[src/design/spc_consts.svh]
/*
  opcodes, frame lengths and self-timed durations of the sector protect command handler.
  assumes the includer defines nothing with the SPC_ prefix.
*/
`ifndef SPC_CONSTS_SVH
`define SPC_CONSTS_SVH

// instruction codes
`define SPC_OP_WR_EN 8'h06
`define SPC_OP_PROT_RD 8'hFC
`define SPC_OP_PROT_RD4 8'hE2
`define SPC_OP_PROT_PG 8'hFD
`define SPC_OP_PROT_PG4 8'hE3
`define SPC_OP_PROT_ER 8'hE4
`define SPC_OP_LCK_RD 8'hA7
`define SPC_OP_LCK_CLR 8'hA6
`define SPC_OP_PW_RD 8'hE7
`define SPC_OP_PW_PG 8'hE8

// frame lengths in serial clocks
`define SPC_LEN_OP 7'h08
`define SPC_LEN_A24 7'h20
`define SPC_LEN_A32 7'h28
`define SPC_LEN_PW 7'h48

// read values and reset values
`define SPC_PW_HIDDEN 64'hFFFF_FFFF_FFFF_FFFF
`define SPC_PW_RESET 64'hFFFF_FFFF_FFFF_FFFF
`define SPC_LOCK_RESET 1'h1

// self-timed durations, as times and as core clock cycles
`define SPC_CLK_NS 40
`define SPC_PROG_NS 2000
`define SPC_ERASE_NS 8000
`define SPC_PROG_CYC ((`SPC_PROG_NS + `SPC_CLK_NS - 1) / `SPC_CLK_NS)
`define SPC_ERASE_CYC ((`SPC_ERASE_NS + `SPC_CLK_NS - 1) / `SPC_CLK_NS)

`endif

[src/design/spc_pkg.sv]
/*
  types of the sector protect command handler: busy states and job kinds.
  assumes nothing beyond a SystemVerilog compiler.
*/
package spc_pkg;
  // one-hot busy state
  typedef enum logic [2:0] {
    SPC_IDLE = 3'b001,
    SPC_BUSY = 3'b010,
    SPC_FAIL = 3'b100
  } spc_state_t;

  // self-timed job in flight
  typedef enum logic [1:0] {
    SPC_JOB_PROG = 2'h0,
    SPC_JOB_ERASE = 2'h1,
    SPC_JOB_LOCK = 2'h2,
    SPC_JOB_PW = 2'h3
  } spc_job_t;
endpackage

[src/design/spc_sector_protect.sv]
/*
  serial command handler for persistent sector protect bits, their lock bit and the password.
  assumes a host drives chip select, serial clock and serial in; all three are asynchronous
  to core_clk and at least four times slower; status and config bits are plain ports.
*/
`timescale 1ns/100ps
`default_nettype none
`include "spc_consts.svh"

// Overview of operation
// read command returns sector's 8-bit protect value
// read repeats same value every eight clocks
// address top bit from length setting
// program accepted only with write-enable latch set
// program starts when select rises after address
// busy flag set, then cleared with latch
// program updates error and busy like array
// erase sets all protect bits, needs latch
// erase starts on select rise after opcode
// erase-suspend rejected while protect erase runs
// lock read repeats, only when idle
// host polls busy before next command
// lock clear zeroes lock bit, needs latch
// lock clear exact length, self-timed, clears latch
// password read 64 bits, low byte first
// password mode makes password read undefined
// password program needs write-enable latch
// password mode ignores password program
// password program needs exactly 64 data bits
// password program busy, error, then clears latch
// write commands without latch change nothing
// program sets addressed sector bit to zero
module spc_sector_protect #(
  parameter int NUM_SECTORS = 128,
  parameter int SEC_W = 7,
  parameter int PROG_CYC = `SPC_PROG_CYC,
  parameter int ERASE_CYC = `SPC_ERASE_CYC
) (
  input wire logic core_clk,
  input wire logic sys_rst,
  input wire logic spi_cs_n,
  input wire logic spi_sck,
  input wire logic serial_in_io_zero,
  input wire logic addr_4byte_cfg,
  input wire logic pw_mode_off,
  input wire logic prog_fail,
  input wire logic clear_status,
  input wire logic erase_suspend_req,
  output logic serial_out_io_one,
  output logic serial_out_oe,
  output logic in_progress_flag,
  output logic write_enable_latch,
  output logic program_error,
  output logic prot_lock_bit,
  output logic suspend_reject
);
  import spc_pkg::*;

  localparam int TMR_W = 16;
  localparam logic [TMR_W-1:0] PROG_LOAD = TMR_W'(PROG_CYC - 1);
  localparam logic [TMR_W-1:0] ERASE_LOAD = TMR_W'(ERASE_CYC - 1);

  // pin synchronisers; stage one feeds stage two only
  logic sck_s1_r, sck_s2_r, sck_s3_r;
  logic cs_s1_r, cs_s2_r, cs_s3_r;
  logic si_s1_r, si_s2_r;

  // frame capture
  logic [6:0] cnt_r; // serial clocks seen, saturates
  logic [7:0] op_r; // instruction
  logic [63:0] sh_r; // address or password bits
  logic rd_act_r; // output phase running
  logic rd_pw_r; // output word is eight bytes wide
  logic [63:0] rd_word_r; // value being shifted out
  logic [5:0] idx_r; // output bit position

  // protection state
  logic [NUM_SECTORS-1:0] prot_bits_r; // one bit per sector, 0 = protected
  logic [63:0] pw_r;
  logic lock_r;

  // self-timed engine
  spc_state_t state_r;
  spc_job_t job_r;
  logic [TMR_W-1:0] tmr_r;
  logic [SEC_W-1:0] job_sec_r;
  logic [63:0] job_pw_r;
  logic wr_latch_r, busy_r, perr_r, sus_rej_r, so_r, oe_r;

  // reverse byte order so byte 0 lands in bits 7:0
  function automatic logic [63:0] byte_swap(input logic [63:0] v);
    logic [63:0] r;
    r = '0;
    for (int b = 0; b < 8; b++) begin
      r[8*b +: 8] = v[8*(7-b) +: 8];
    end
    return r;
  endfunction

  // header length in serial clocks for a given opcode
  function automatic logic [6:0] hdr_len(input logic [7:0] op, input logic a4);
    logic [6:0] n;
    n = `SPC_LEN_OP;
    if (op == `SPC_OP_PROT_RD || op == `SPC_OP_PROT_PG) begin
      n = a4 ? `SPC_LEN_A32 : `SPC_LEN_A24;
    end else if (op == `SPC_OP_PROT_RD4 || op == `SPC_OP_PROT_PG4) begin
      n = `SPC_LEN_A32;
    end else if (op == `SPC_OP_PW_PG) begin
      n = `SPC_LEN_PW;
    end
    return n;
  endfunction

  // edge and frame decode
  wire sck_rise = sck_s2_r & ~sck_s3_r;
  wire sck_fall = ~sck_s2_r & sck_s3_r;
  wire cs_rise = cs_s2_r & ~cs_s3_r;
  wire sel = ~cs_s2_r;
  wire [7:0] op_in = {op_r[6:0], si_s2_r};
  wire [63:0] sh_in = {sh_r[62:0], si_s2_r};
  wire [7:0] op_cur = (cnt_r < `SPC_LEN_OP) ? op_in : op_r;
  wire [6:0] cnt_inc = cnt_r + 7'h01;
  wire [6:0] op_len = hdr_len(op_r, addr_4byte_cfg);
  wire hdr_done = sel & sck_rise & (cnt_inc == hdr_len(op_cur, addr_4byte_cfg));
  wire idle = (state_r == SPC_IDLE);

  // opcode classes
  wire is_prot_rd = (op_cur == `SPC_OP_PROT_RD) | (op_cur == `SPC_OP_PROT_RD4);
  wire is_lck_rd = (op_cur == `SPC_OP_LCK_RD);
  wire is_pw_rd = (op_cur == `SPC_OP_PW_RD);
  wire is_read = is_prot_rd | is_lck_rd | is_pw_rd;
  wire is_pg = (op_r == `SPC_OP_PROT_PG) | (op_r == `SPC_OP_PROT_PG4);
  wire is_er = (op_r == `SPC_OP_PROT_ER);
  wire is_lclr = (op_r == `SPC_OP_LCK_CLR);
  wire is_pwpg = (op_r == `SPC_OP_PW_PG);
  wire is_write = is_pg | is_er | is_lclr | is_pwpg;

  // sector index: upper address bits beyond the array are ignored
  wire [SEC_W-1:0] rd_sec = sh_in[16 +: SEC_W];
  wire [SEC_W-1:0] pg_sec = sh_r[16 +: SEC_W];

  // a write starts only on exact length, idle engine and latch set
  wire len_ok = (cnt_r == op_len);
  wire go_ok = cs_rise & idle & wr_latch_r & len_ok;
  wire start_pg = go_ok & is_pg;
  wire start_er = go_ok & is_er;
  wire start_lk = go_ok & is_lclr;
  wire start_pw = go_ok & is_pwpg & pw_mode_off;
  wire start_any = start_pg | start_er | start_lk | start_pw;
  wire wr_en_hit = cs_rise & idle & (op_r == `SPC_OP_WR_EN) & (cnt_r == `SPC_LEN_OP);
  wire job_done = (state_r == SPC_BUSY) & (tmr_r == '0);

  // outgoing bit: byte from idx[5:3] for password, byte 0 otherwise
  wire [2:0] out_byte = rd_pw_r ? idx_r[5:3] : 3'h0;
  wire out_bit = rd_word_r[{out_byte, ~idx_r[2:0]}];

  // synchronisers
  always_ff @(posedge core_clk) begin
    sck_s1_r <= spi_sck;
    sck_s2_r <= sck_s1_r;
    sck_s3_r <= sck_s2_r;
    cs_s1_r <= spi_cs_n;
    cs_s2_r <= cs_s1_r;
    cs_s3_r <= cs_s2_r;
    si_s1_r <= serial_in_io_zero;
    si_s2_r <= si_s1_r;
  end

  // input shifting on rising serial clock
  always_ff @(posedge core_clk) begin
    if (sys_rst || !sel) begin
      cnt_r <= '0;
    end else if (sck_rise) begin
      if (cnt_r != 7'h7F) begin
        cnt_r <= cnt_inc;
      end
      if (cnt_r < `SPC_LEN_OP) begin
        op_r <= op_in;
      end else begin
        sh_r <= sh_in;
      end
    end
  end

  // output phase; the word is frozen once, so reads never advance
  always_ff @(posedge core_clk) begin
    if (sys_rst || !sel) begin
      rd_act_r <= 1'b0;
      oe_r <= 1'b0;
      so_r <= 1'b0;
      idx_r <= '0;
      rd_pw_r <= 1'b0;
      rd_word_r <= '0;
    end else begin
      if (hdr_done && is_read && idle) begin
        // lock read is only served with nothing in flight
        rd_act_r <= 1'b1;
        idx_r <= '0;
        rd_pw_r <= is_pw_rd;
        if (is_prot_rd) begin
          rd_word_r <= {56'h0, {8{prot_bits_r[rd_sec]}}};
        end else if (is_lck_rd) begin
          rd_word_r <= {63'h0, lock_r};
        end else begin
          rd_word_r <= pw_mode_off ? pw_r : `SPC_PW_HIDDEN;
        end
      end
      if (rd_act_r && sck_fall) begin
        // 3-bit wrap for one byte, 6-bit wrap for the password
        so_r <= out_bit;
        oe_r <= 1'b1;
        idx_r <= idx_r + 6'h01;
      end
    end
  end

  // self-timed engine
  always_ff @(posedge core_clk) begin
    if (sys_rst) begin
      state_r <= SPC_IDLE;
      job_r <= SPC_JOB_PROG;
      tmr_r <= '0;
      job_sec_r <= '0;
      job_pw_r <= '0;
      busy_r <= 1'b0;
      perr_r <= 1'b0;
    end else begin
      unique case (state_r)
        SPC_IDLE: begin
          if (start_any) begin
            state_r <= SPC_BUSY;
            busy_r <= 1'b1;
            job_sec_r <= pg_sec;
            job_pw_r <= byte_swap(sh_r);
            tmr_r <= start_er ? ERASE_LOAD : PROG_LOAD;
            if (start_pg) job_r <= SPC_JOB_PROG;
            else if (start_er) job_r <= SPC_JOB_ERASE;
            else if (start_lk) job_r <= SPC_JOB_LOCK;
            else job_r <= SPC_JOB_PW;
          end
        end
        SPC_BUSY: begin
          if (tmr_r != '0) begin
            tmr_r <= tmr_r - 16'h0001;
          end else if (prog_fail) begin
            // failure holds busy and error until status clear, like array programming
            state_r <= SPC_FAIL;
            perr_r <= 1'b1;
          end else begin
            state_r <= SPC_IDLE;
            busy_r <= 1'b0;
          end
        end
        SPC_FAIL: begin
          if (clear_status) begin
            state_r <= SPC_IDLE;
            busy_r <= 1'b0;
            perr_r <= 1'b0;
          end
        end
      endcase
    end
  end

  // protection contents change only on successful completion
  always_ff @(posedge core_clk) begin
    if (sys_rst) begin
      prot_bits_r <= '1;
      pw_r <= `SPC_PW_RESET;
      lock_r <= `SPC_LOCK_RESET;
    end else if (job_done && !prog_fail) begin
      unique case (job_r)
        SPC_JOB_PROG: prot_bits_r[job_sec_r] <= 1'b0;
        SPC_JOB_ERASE: prot_bits_r <= '1;
        SPC_JOB_LOCK: lock_r <= 1'b0;
        SPC_JOB_PW: pw_r <= job_pw_r;
      endcase
    end
  end

  // write-enable latch; completion clear wins, it never meets a set since the set needs idle
  always_ff @(posedge core_clk) begin
    if (sys_rst) begin
      wr_latch_r <= 1'b0;
    end else if (job_done && !prog_fail) begin
      wr_latch_r <= 1'b0;
    end else if (wr_en_hit) begin
      wr_latch_r <= 1'b1;
    end
  end

  // suspend requests bounce off a running protect erase
  always_ff @(posedge core_clk) begin
    if (sys_rst) begin
      sus_rej_r <= 1'b0;
    end else begin
      sus_rej_r <= erase_suspend_req && (state_r == SPC_BUSY) && (job_r == SPC_JOB_ERASE);
    end
  end

  assign serial_out_io_one = so_r;
  assign serial_out_oe = oe_r;
  assign in_progress_flag = busy_r;
  assign write_enable_latch = wr_latch_r;
  assign program_error = perr_r;
  assign prot_lock_bit = lock_r;
  assign suspend_reject = sus_rej_r;
endmodule
`default_nettype wire

[config.mk]
export PLATFORM = sky130hd
export DESIGN_NAME = spc_sector_protect
export DESIGN_NICKNAME = d
export VERILOG_FILES = /design/src/design/spc_pkg.sv /design/src/design/spc_sector_protect.sv
export VERILOG_INCLUDE_DIRS = /design/src /design/src/design
export SDC_FILE = /design/constraint.sdc
export NUM_CORES = 1
export LEC_CHECK = 0
export BUFFER_PORTS_ARGS = -buffer_cell sky130_fd_sc_hd__buf_4
export CAP_MARGIN = 20
export CORE_MARGIN = 10
export CORE_UTILIZATION = 56
export CTS_BUF_LIST = sky130_fd_sc_hd__clkbuf_4 sky130_fd_sc_hd__clkbuf_8 sky130_fd_sc_hd__clkbuf_16
export CTS_CLUSTER_DIAMETER = 200
export DETAILED_ROUTE_END_ITERATION = 8
export HOLD_SLACK_MARGIN = 0.06
export MAX_ROUTING_LAYER = met4
export PLACE_DENSITY = 0.72
export SLEW_MARGIN = 25
export SYNTH_ARGS = -nofsm -noshare
export SYNTH_HDL_FRONTEND = slang
export SYNTH_SLANG_ARGS = --single-unit
[constraint.sdc]
create_clock -name core_clk -period 8.1 [get_ports core_clk]
set_clock_uncertainty 0.15 [all_clocks]
set_input_delay 0.81 -clock core_clk [delete_from_list [all_inputs] [get_ports core_clk]]
set_output_delay 0.81 -clock core_clk [all_outputs]
set_load 0.01 [all_outputs]
Yosys cells after proc, flatten, opt, wreduce, memory -nomap -nowiden
Cells that the tools add are included. W data, S select, Z words.

Flip-flop bits (word level): 450. Memories kept: 0. Bits of input ports: 10. Memory bits (read-only): 0. RAM bits: 0. Bits in latches: 0.

Bitwise operators: 32. Equality and inequality tests: 31. Multiply operators: 0. Reduce and logical (&&, ||, !) cells: 32. Shifts and indexed selects: 0. Order comparisons: 5. Divide/modulo/power cells: 0. Add/subtract/negate cells: 3. Mux-type cells: 41.

Operator list (count): $pmux W128 S2 (1); $mux W64 (3); $and A128 B128 Y128 (1); $not A128 Y128 (1); $eq A8 B8 Y1 const B (14); $mux W7 (6); $mux W16 (2); $pmux W16 S2 (1); $and A1 B1 Y1 (16); $logic_not A16 Y1 (1); $lt A7 B8 Y1 const B (2); $mux W8 (2); $reduce_bool A16 Y1 (1); $sub A16 B1 Y16 const B (1); $mux W3 (5); $eq A7 B7 Y1 (2); $mux W6 (2); $reduce_and A2 Y1 (6); $mux W1 (10); $ne A2 B2 Y1 const B (5); $pmux W3 S3 (1); $reduce_and A3 Y1 (3); $eq A8 B3 Y1 const B (1); $reduce_and A4 Y1 (2); other kinds (29) (55).

Depth between registers and ports, before layout
Gate-level depths: netlist of run 1.

Depth in word-level cells: 12. Gate-level depth with buffers: 11. Mapped depth without buffers: 9.

Worst setup path before layout of run 1
Ideal clock, no wire load.

Path type: input to register. Start: in sys_rst. End: reg sh_r[0] (enable). Path buffers: 2. Setup time: 565 ps. Setup slack: 1484 ps. Required time: 7385 ps. Arrival time: 5901 ps. Cell stages on the path: 4. Path through: or2_2 -> clkbuf_1 -> clkbuf_1 -> nor3_1.

Cells in the longest elaborated chain, start to end: 3.

Ends and longest elaborated chain: start, declared (line spc_sector_protect.sv:40) `input wire logic sys_rst,`; $logic_or A1 B1 Y1 (line spc_sector_protect.sv:171) `if (sys_rst || !sel) begin`; $not A1 Y1 (no source line); $reduce_and A3 Y1 (no source line); end signal, assigned (line spc_sector_protect.sv:180) `sh_r <= sh_in;`; end, declared (line spc_sector_protect.sv:71) `logic [63:0] sh_r;`.

No other way between the ends. A chain may end at the register's enable or synchronous reset.

Final worst setup path of run 1
Start: reg state_r[0]. End: reg pw_r[34].

Cells in the longest elaborated chain, start to end: 4.

Ends and longest elaborated chain: start, declared (line spc_sector_protect.sv:83) `spc_state_t state_r;`; start signal, assigned (line spc_sector_protect.sv:220) `state_r <= SPC_IDLE;`; start signal, assigned (line spc_sector_protect.sv:231) `state_r <= SPC_BUSY;`; start signal, assigned (line spc_sector_protect.sv:247) `state_r <= SPC_FAIL;`; $eq A3 B2 Y1 (line spc_sector_protect.sv:151) `wire job_done = (state_r == SPC_BUSY) & (tmr_r == '0);`; $and A1 B1 Y1 (line spc_sector_protect.sv:151); $logic_and A1 B1 Y1 (line spc_sector_protect.sv:271) `end else if (job_done && !prog_fail) begin`; $reduce_and A2 Y1 (no source line); end signal, assigned (line spc_sector_protect.sv:269) `` pw_r <= `SPC_PW_RESET; ``; end signal, assigned (line spc_sector_protect.sv:276) `SPC_JOB_PW: pw_r <= job_pw_r;`; end, declared (line spc_sector_protect.sv:79) `logic [63:0] pw_r;`.

No other way between the ends.

==> results of run 1 <==
[final cells by class]
cell class	instances	area share
inverter	77	0.0148
tap	402	0.0257
sequential	443	0.490
timing repair buffer	32	0.0133
clock buffer	62	0.0680
clock inverter	19	0.00896
multi-input combinational	1185	0.379
[layer usage]
layer / GRT usage / share of wire
met5: - / 0
met4: 0.0569 / 0.022
met3: 0.0260 / 0.047
met2: 0.326 / 0.48
met1: 0.265 / 0.45
[power groups by stage]
stage               sequential (W)  combinational [W]  clock, W
floorplan                  0.00229          0.0000566         0
global placement           0.00229          0.0000764         0
detailed placement         0.00229          0.0000794         0
CTS                        0.00224          0.0000797   0.00211
global route               0.00224          0.0000872   0.00220
finish                     0.00224          0.0000796   0.00207
[worst max-delay path by stage]
stage	slack [ns]	startpoint	cells past startpoint	endpoint
3_5_place_dp	4.12	tmr_r[7]	8	pw_r[34]
6_report	4.07	state_r[0]	8	pw_r[34]
2_1_floorplan	1.48	sys_rst	4	sh_r[0]
5_1_grt	3.76	state_r[0]	8	pw_r[19]
4_1_cts	4.11	tmr_r[7]	8	pw_r[34]
3_3_place_gp	4.12	cnt_r[3]	8	rd_pw_r
[Yosys cell counts, drive strengths merged (7+ instances only)]
cell type | count | area [um2]
dfxtp | 371 | 7430
nand2 | 368 | 1380
o21ai | 154 | 771
a21oi | 151 | 756
nor2 | 95 | 357
clkbuf | 88 | 340
mux2i | 87 | 871
inv | 77 | 289
edfxtp | 72 | 2160
o211ai | 68 | 510
mux4 | 50 | 1130
buf | 44 | 256
nand3 | 23 | 125
nor3 | 20 | 100
a21o | 13 | 97.6
nor4 | 13 | 81.3
nand2b | 12 | 75.1
nor2b | 10 | 62.6
or4 | 10 | 90.1
a31oi | 8 | 50.1
and3 | 7 | 43.8
[placed cells by master, fill, tap and decap left out, drive strengths merged, types with 20 or more instances in the layout]
cell / synthesis / layout
nand2: 368 / 368
nor3: 20 / 20
mux2i: 87 / 87
edfxtp: 72 / 72
buf: 44 / 32
nand3: 23 / 23
nor2: 95 / 95
o211ai: 68 / 68
clkbuf: 88 / 62
inv: 77 / 80
o21ai: 154 / 154
a21oi: 151 / 151
mux4: 50 / 50
dfxtp: 371 / 371
[cell families after synthesis]
logic type                 Yosys count  share of synthesized area
AOI/OAI and AO/OA                  428                      0.138
xor gates and xnor gates            11                    0.00541
adders and majority gates            5                    0.00351
buffers and inverters              209                     0.0497
DFF                                443                      0.538
muxes                              139                      0.113
and+or+nand+nor                    602                      0.151
[state kept, by name, indices dropped and copies added, names as in the netlist, 7 cells and up]
signal       cells
tmr_r           16
pw_r            64
sh_r            64
rd_word_r       64
prot_bits_r    128
op_r             8
cnt_r            7
job_pw_r        58
[stage by stage]
step | area [um2] | hold WS, ns
floorplan | 17800 | 0.160
global placement | 18000 | 0.160
detailed placement | 18000 | 0.164
CTS | 19600 | 0.178
global route | 19600 | 0.182
finish | 19600 | 0.177
[worst max-delay path, delay by kind of cell (launching register included)]
| kind | cells | cell delay, ns |
|---|---|---|
| and+or+nand+nor | 6 | 2.47 |
| buffers and inverters | 1 | 0.77 |
| DFF | 1 | 0.36 |
| AOI/OAI and AO/OA | 1 | 0.13 |
==> out/qor.txt, run 1 <==
Die width: 198 um
Pleak: 7.52 nW
Hold Buf Count CTS: 0
Crit-path slowest cell: buf_4
VDD IR max: 0.170 mV
Total Wirelength: 37900 um
Hold endpoint: cs_s2_r
Crit path cell chain: nor3b_1 -> nand3_1 -> nor4_1 -> and2b_2 -> and3_4 -> buf_4 -> nand2_1 -> o211ai_1
Post-layout min period: 4.03 ns
Placed Cells: 2139
Share of layout cells above drive strength 1: 0.105
Gr ovfl total: 0
Cells after Synth: 1837
Port bufs: 16
R2R depth: 8
Internal power: 0.00347 W
Worst setup SP type: flip-flop
H-tree depth: 2
Slew at the pin closest to its max-slew limit: 1.04 ns
Hold Path Class: reg2reg
Post_cts resized: 0
Terminus of the critical flop-to-flop path: pw_r[34]
Critical Path Fanout Max: 94
Die ar.: 39300 um2
Max Root-Sink Buffers: 3
Root Driver: clkbuf_16
Overall power: 0.00439 W
Fin Setup TNS: 0 ns
Row count: 65
Critical Path AT: 4.35 ns
DP Worst Slack: 4.12 ns
Vias in the first global route: 12591
Synth async-reset ratio: 0
Sequential standard cell area: 9590 um2
PwrDens: 225 nW/um2
Initial DRT Pass Iterations: 7
Switch share: 0.209
First-pass GRT wire length: 64300 um
CTS tree: done
Worst-Skew Late Latency: 0.56 ns
Drt drc: 0
Initial Util: 0.566
Final cell count without fillers: 2220
# IOs: 17
Max-cap violations: 0
Final Max Slew Viols: 0
Layout Nets: 1798
Post-synthesis sequential area ratio: 0.538
Worst setup margin: 4.07 ns
Vias post-DR: 12922
Detailed Route Iter0 Violations: 868
Hold Startpoint: cs_s1_r
WS Path Type: reg2reg
Unrepaired setup endpoints after global routing: false
Post-CTS Setup Inserts: 0
Synth cell types: 70
Synth Flop Type: dfxtp_1
EDFF count, synth: 72
# diodes: 0
Fmax: 248 MHz
Area Growth Syn to Fin: 9.76%
Yosys reg bits: 443
Filler cells: 2576
Fin crit share: 0.498
Yosys Warn Count: 0
Final GP Congestion: 0.850
Sink Count: 443
Post-DR vias/cell: 5.82
Slew HR: 0.307
Hold Vio Cnt, Final: 0
Clock share of power: 0.471
DRT antenna net count: 0
Final core utilization: 0.621
Critical path's largest stage delay: 0.77 ns
Core area: 31500 um2
Initial antenna violation count: 0
Logic pwr share: 0.018
WHS Path Cells: 0
Largest net degree at the start of global routing: 95
Final setup viols: 0
Worst r2r src: state_r[0]
Sequential share of power: 0.511
Syn nets: 1852
Mapped Avg Cell Area: 9.70 um2
Multi-input logic area: 7410 um2
Die Span Y: 198 um
GR Util All Layers: 0.203
Area of the mapped netlist: 17800 um2
P_sw: 0.000917 W
Required @ worst endpoint: 8.42 ns
TritonCTS buffer count: 44
Worst-path clk slew: 0.06 ns
Status: finished clean
Hpwl dp: 22200 um
Routed len/inst: 17.1 um
R2r setup slk: 4.07 ns
Crit. End Element: flip-flop
No activity file was read; power rests on OpenSTA's default activity.
==> inputs of run 2 (changes only) <==
- clock period: 8.1 -> 3.75 ns (I/O delays scaled with it)
==> run 2 against run 1 <==
Against the previous run:
- critical path depth is the same
- final area is 1.4% higher
- sequential power is 120% higher
- die area unchanged
- sequential share of layout area decreased by 0.69 points
- worst hold slack got worse by 0.051 ns
- global-route usage up 0.39 points
- critical path type unchanged
- critical endpoint is now rd_word_r[16]
==> out/qor.txt, run 2 (synthesis results as in run 1) <==
Largest net degree at the start of global routing: 129
DRT antenna net count: 0
Pleak: 7.68 nW
Status: finished clean
WS Path Type: reg2reg
Crit-path slowest cell: or4_1
Critical Path Fanout Max: 46
H-tree depth: 2
First-pass GRT wire length: 65500 um
Met2 GRT Util: 0.339
Final GP Congestion: 0.876
Initial Util: 0.566
Sink Count: 443
Commonest non-fill, non-tap cell in the layout: dfxtp_1
Detailed Route Iter0 Violations: 933
Fin Setup TNS: 0 ns
Crit path cell chain: or4_1 -> nor4_1 -> nor3_1 -> a211oi_1 -> nand4bb_2 -> buf_12 -> nand2_1 -> a21oi_1
Terminus of the critical flop-to-flop path: rd_word_r[16]
Total Wirelength: 38900 um
Initial antenna violation count: 0
R2R depth: 8
R2r setup slk: 0.36 ns
Initial DRT Pass Iterations: 5
Post-CTS Setup Inserts: 0
Hold Path Class: in2reg
Hpwl dp: 23400 um
CTS tree: done
Area Growth Syn to Fin: 11.3%
Die ar.: 39300 um2
VDD IR max: 0.434 mV
Largest delay share family, worst path: simple AND/OR/NAND/NOR gates
Biggest register: prot_bits_r
Commonest non-fill, non-tap cells in the layout: 371 x dfxtp_1, 368 x nand2_1, 152 x o21ai_0, 151 x a21oi_1, 95 x nor2_1
Most Used Layer, Global Route: met2
End of the critical path: rd_word_r[16]
Hold WS: 0.126 ns
Final Max Slew Viols: 0
Slew at the pin closest to its max-slew limit: 0.910 ns
Routing usage on met1: 0.263
CP Depth: 8
Unrepaired setup endpoints after global routing: false
Required @ worst endpoint: 4.00 ns
Share of layout cells above drive strength 1: 0.115
# IOs: 17
Critical Path AT: 3.65 ns
TritonCTS buffer count: 45
Max Root-Sink Buffers: 3
Vias in the first global route: 12647
Post-DR vias/cell: 5.80
Final core utilization: 0.630
Drt drc: 0
Worst setup SP type: flip-flop
# diodes: 0
Worst-Skew Late Latency: 0.56 ns
Critical path's largest stage delay: 0.59 ns
Slew HR: 0.393
Fin crit share: 0.905
CP startpoint: cnt_r[3]
Post-route cell area: 19800 um2
Core area: 31500 um2
GR Util All Layers: 0.207
Routed len/inst: 17.2 um
Global Route met3 Usage: 0.0287
Max reg flops: 128
Worst r2r src: cnt_r[3]
Port bufs: 16
Final setup viols: 0
PwrDens: 477 nW/um2
Hold Vio Cnt, Final: 0
Post-layout min period: 3.39 ns
Die width: 198 um
Vias post-DR: 13070
Row count: 65
Layout Nets: 1831
Placed Area: 18300 um2
Fmax: 295 MHz
CP Buf/Inv Count: 1
Crit. End Element: flip-flop
Worst-path clk slew: 0.06 ns
Die Span Y: 198 um
Max-cap violations: 0
Gr ovfl total: 0
Root Driver: clkbuf_16
Overall power: 0.00946 W
-- run 2: cell count changes in the layout (fill, tap and decap cells not counted), moves of 2 or more --
cell / before / now
buf_12: 0 / 5
buf_4: 31 / 52
clkbuf_16: 45 / 48
clkbuf_4: 5 / 13
clkbuf_8: 12 / 3
clkinv_1: 5 / 11
clkinv_2: 7 / 5
dlygate4sd3_1: 0 / 7
-- run 2: worst register-to-register path, stage by stage, from the launching register on --
cell,delay (ns)
dfxtp_1,0.44
or4_1,0.60
nor4_1,0.39
nor3_1,0.17
a211oi_1,0.44
nand4bb_2,0.50
buf_12,0.37
nand2_1,0.12
a21oi_1,0.07
-- run 2: metal layers --
| layer | up-vias | routed length [um] |
|---|---|---|
| met5 | - | 0 |
| met3 | 57 | 1480 |
| met4 | 0 | 757 |
| met2 | 247 | 18900 |
| li1 | 6359 | - |
| met1 | 6407 | 17700 |
-- run 2: area by class of cell --
cell class	instances	area, um2
Clock buffer	64	1340
Clock inverter	20	144
Fill cell	2580	11600
Inverter	77	289
Multi-Input combinational cell	1185	7400
Sequential cell	443	9590
Tap cell	402	503
Timing Repair Buffer	64	561
-- run 2: how the worst min path moves through the flow --
| stage | slack (ns) | depth (start not counted) | from | end |
|---|---|---|---|---|
| after global placement | 0.16 | 0 | si_s1_r | si_s2_r |
| after CTS | 0.13 | 2 | sys_rst | job_pw_r[62] |
| after detailed placement | 0.16 | 0 | sck_s1_r | sck_s2_r |
| final | 0.13 | 2 | sys_rst | job_pw_r[56] |
| after floorplan | 0.16 | 0 | cs_s1_r | cs_s2_r |
| after global routing | 0.15 | 2 | sys_rst | job_pw_r[22] |
-- run 2: power breakdown --
group,internal [W],switching (W)
logic,0.0000535,0.000128
clock network,0.00263,0.00181
registers,0.00483,0.0000163
total,0.00751,0.00195
-- run 2: timing repair --
action / CTS / global route
gates resized for setup: 0 / 0
hold buffers: 7 / 0
endpoints found under the hold margin: 6 / 0
-- run 2: metrics by stage --
stage                     worst slack, ns  instances
final                               0.355       2255
after global routing               0.0899       2255
after CTS                           0.366       2255
after detailed placement            0.413       2164
after global placement              0.426       2164
after floorplan                     0.530       1837
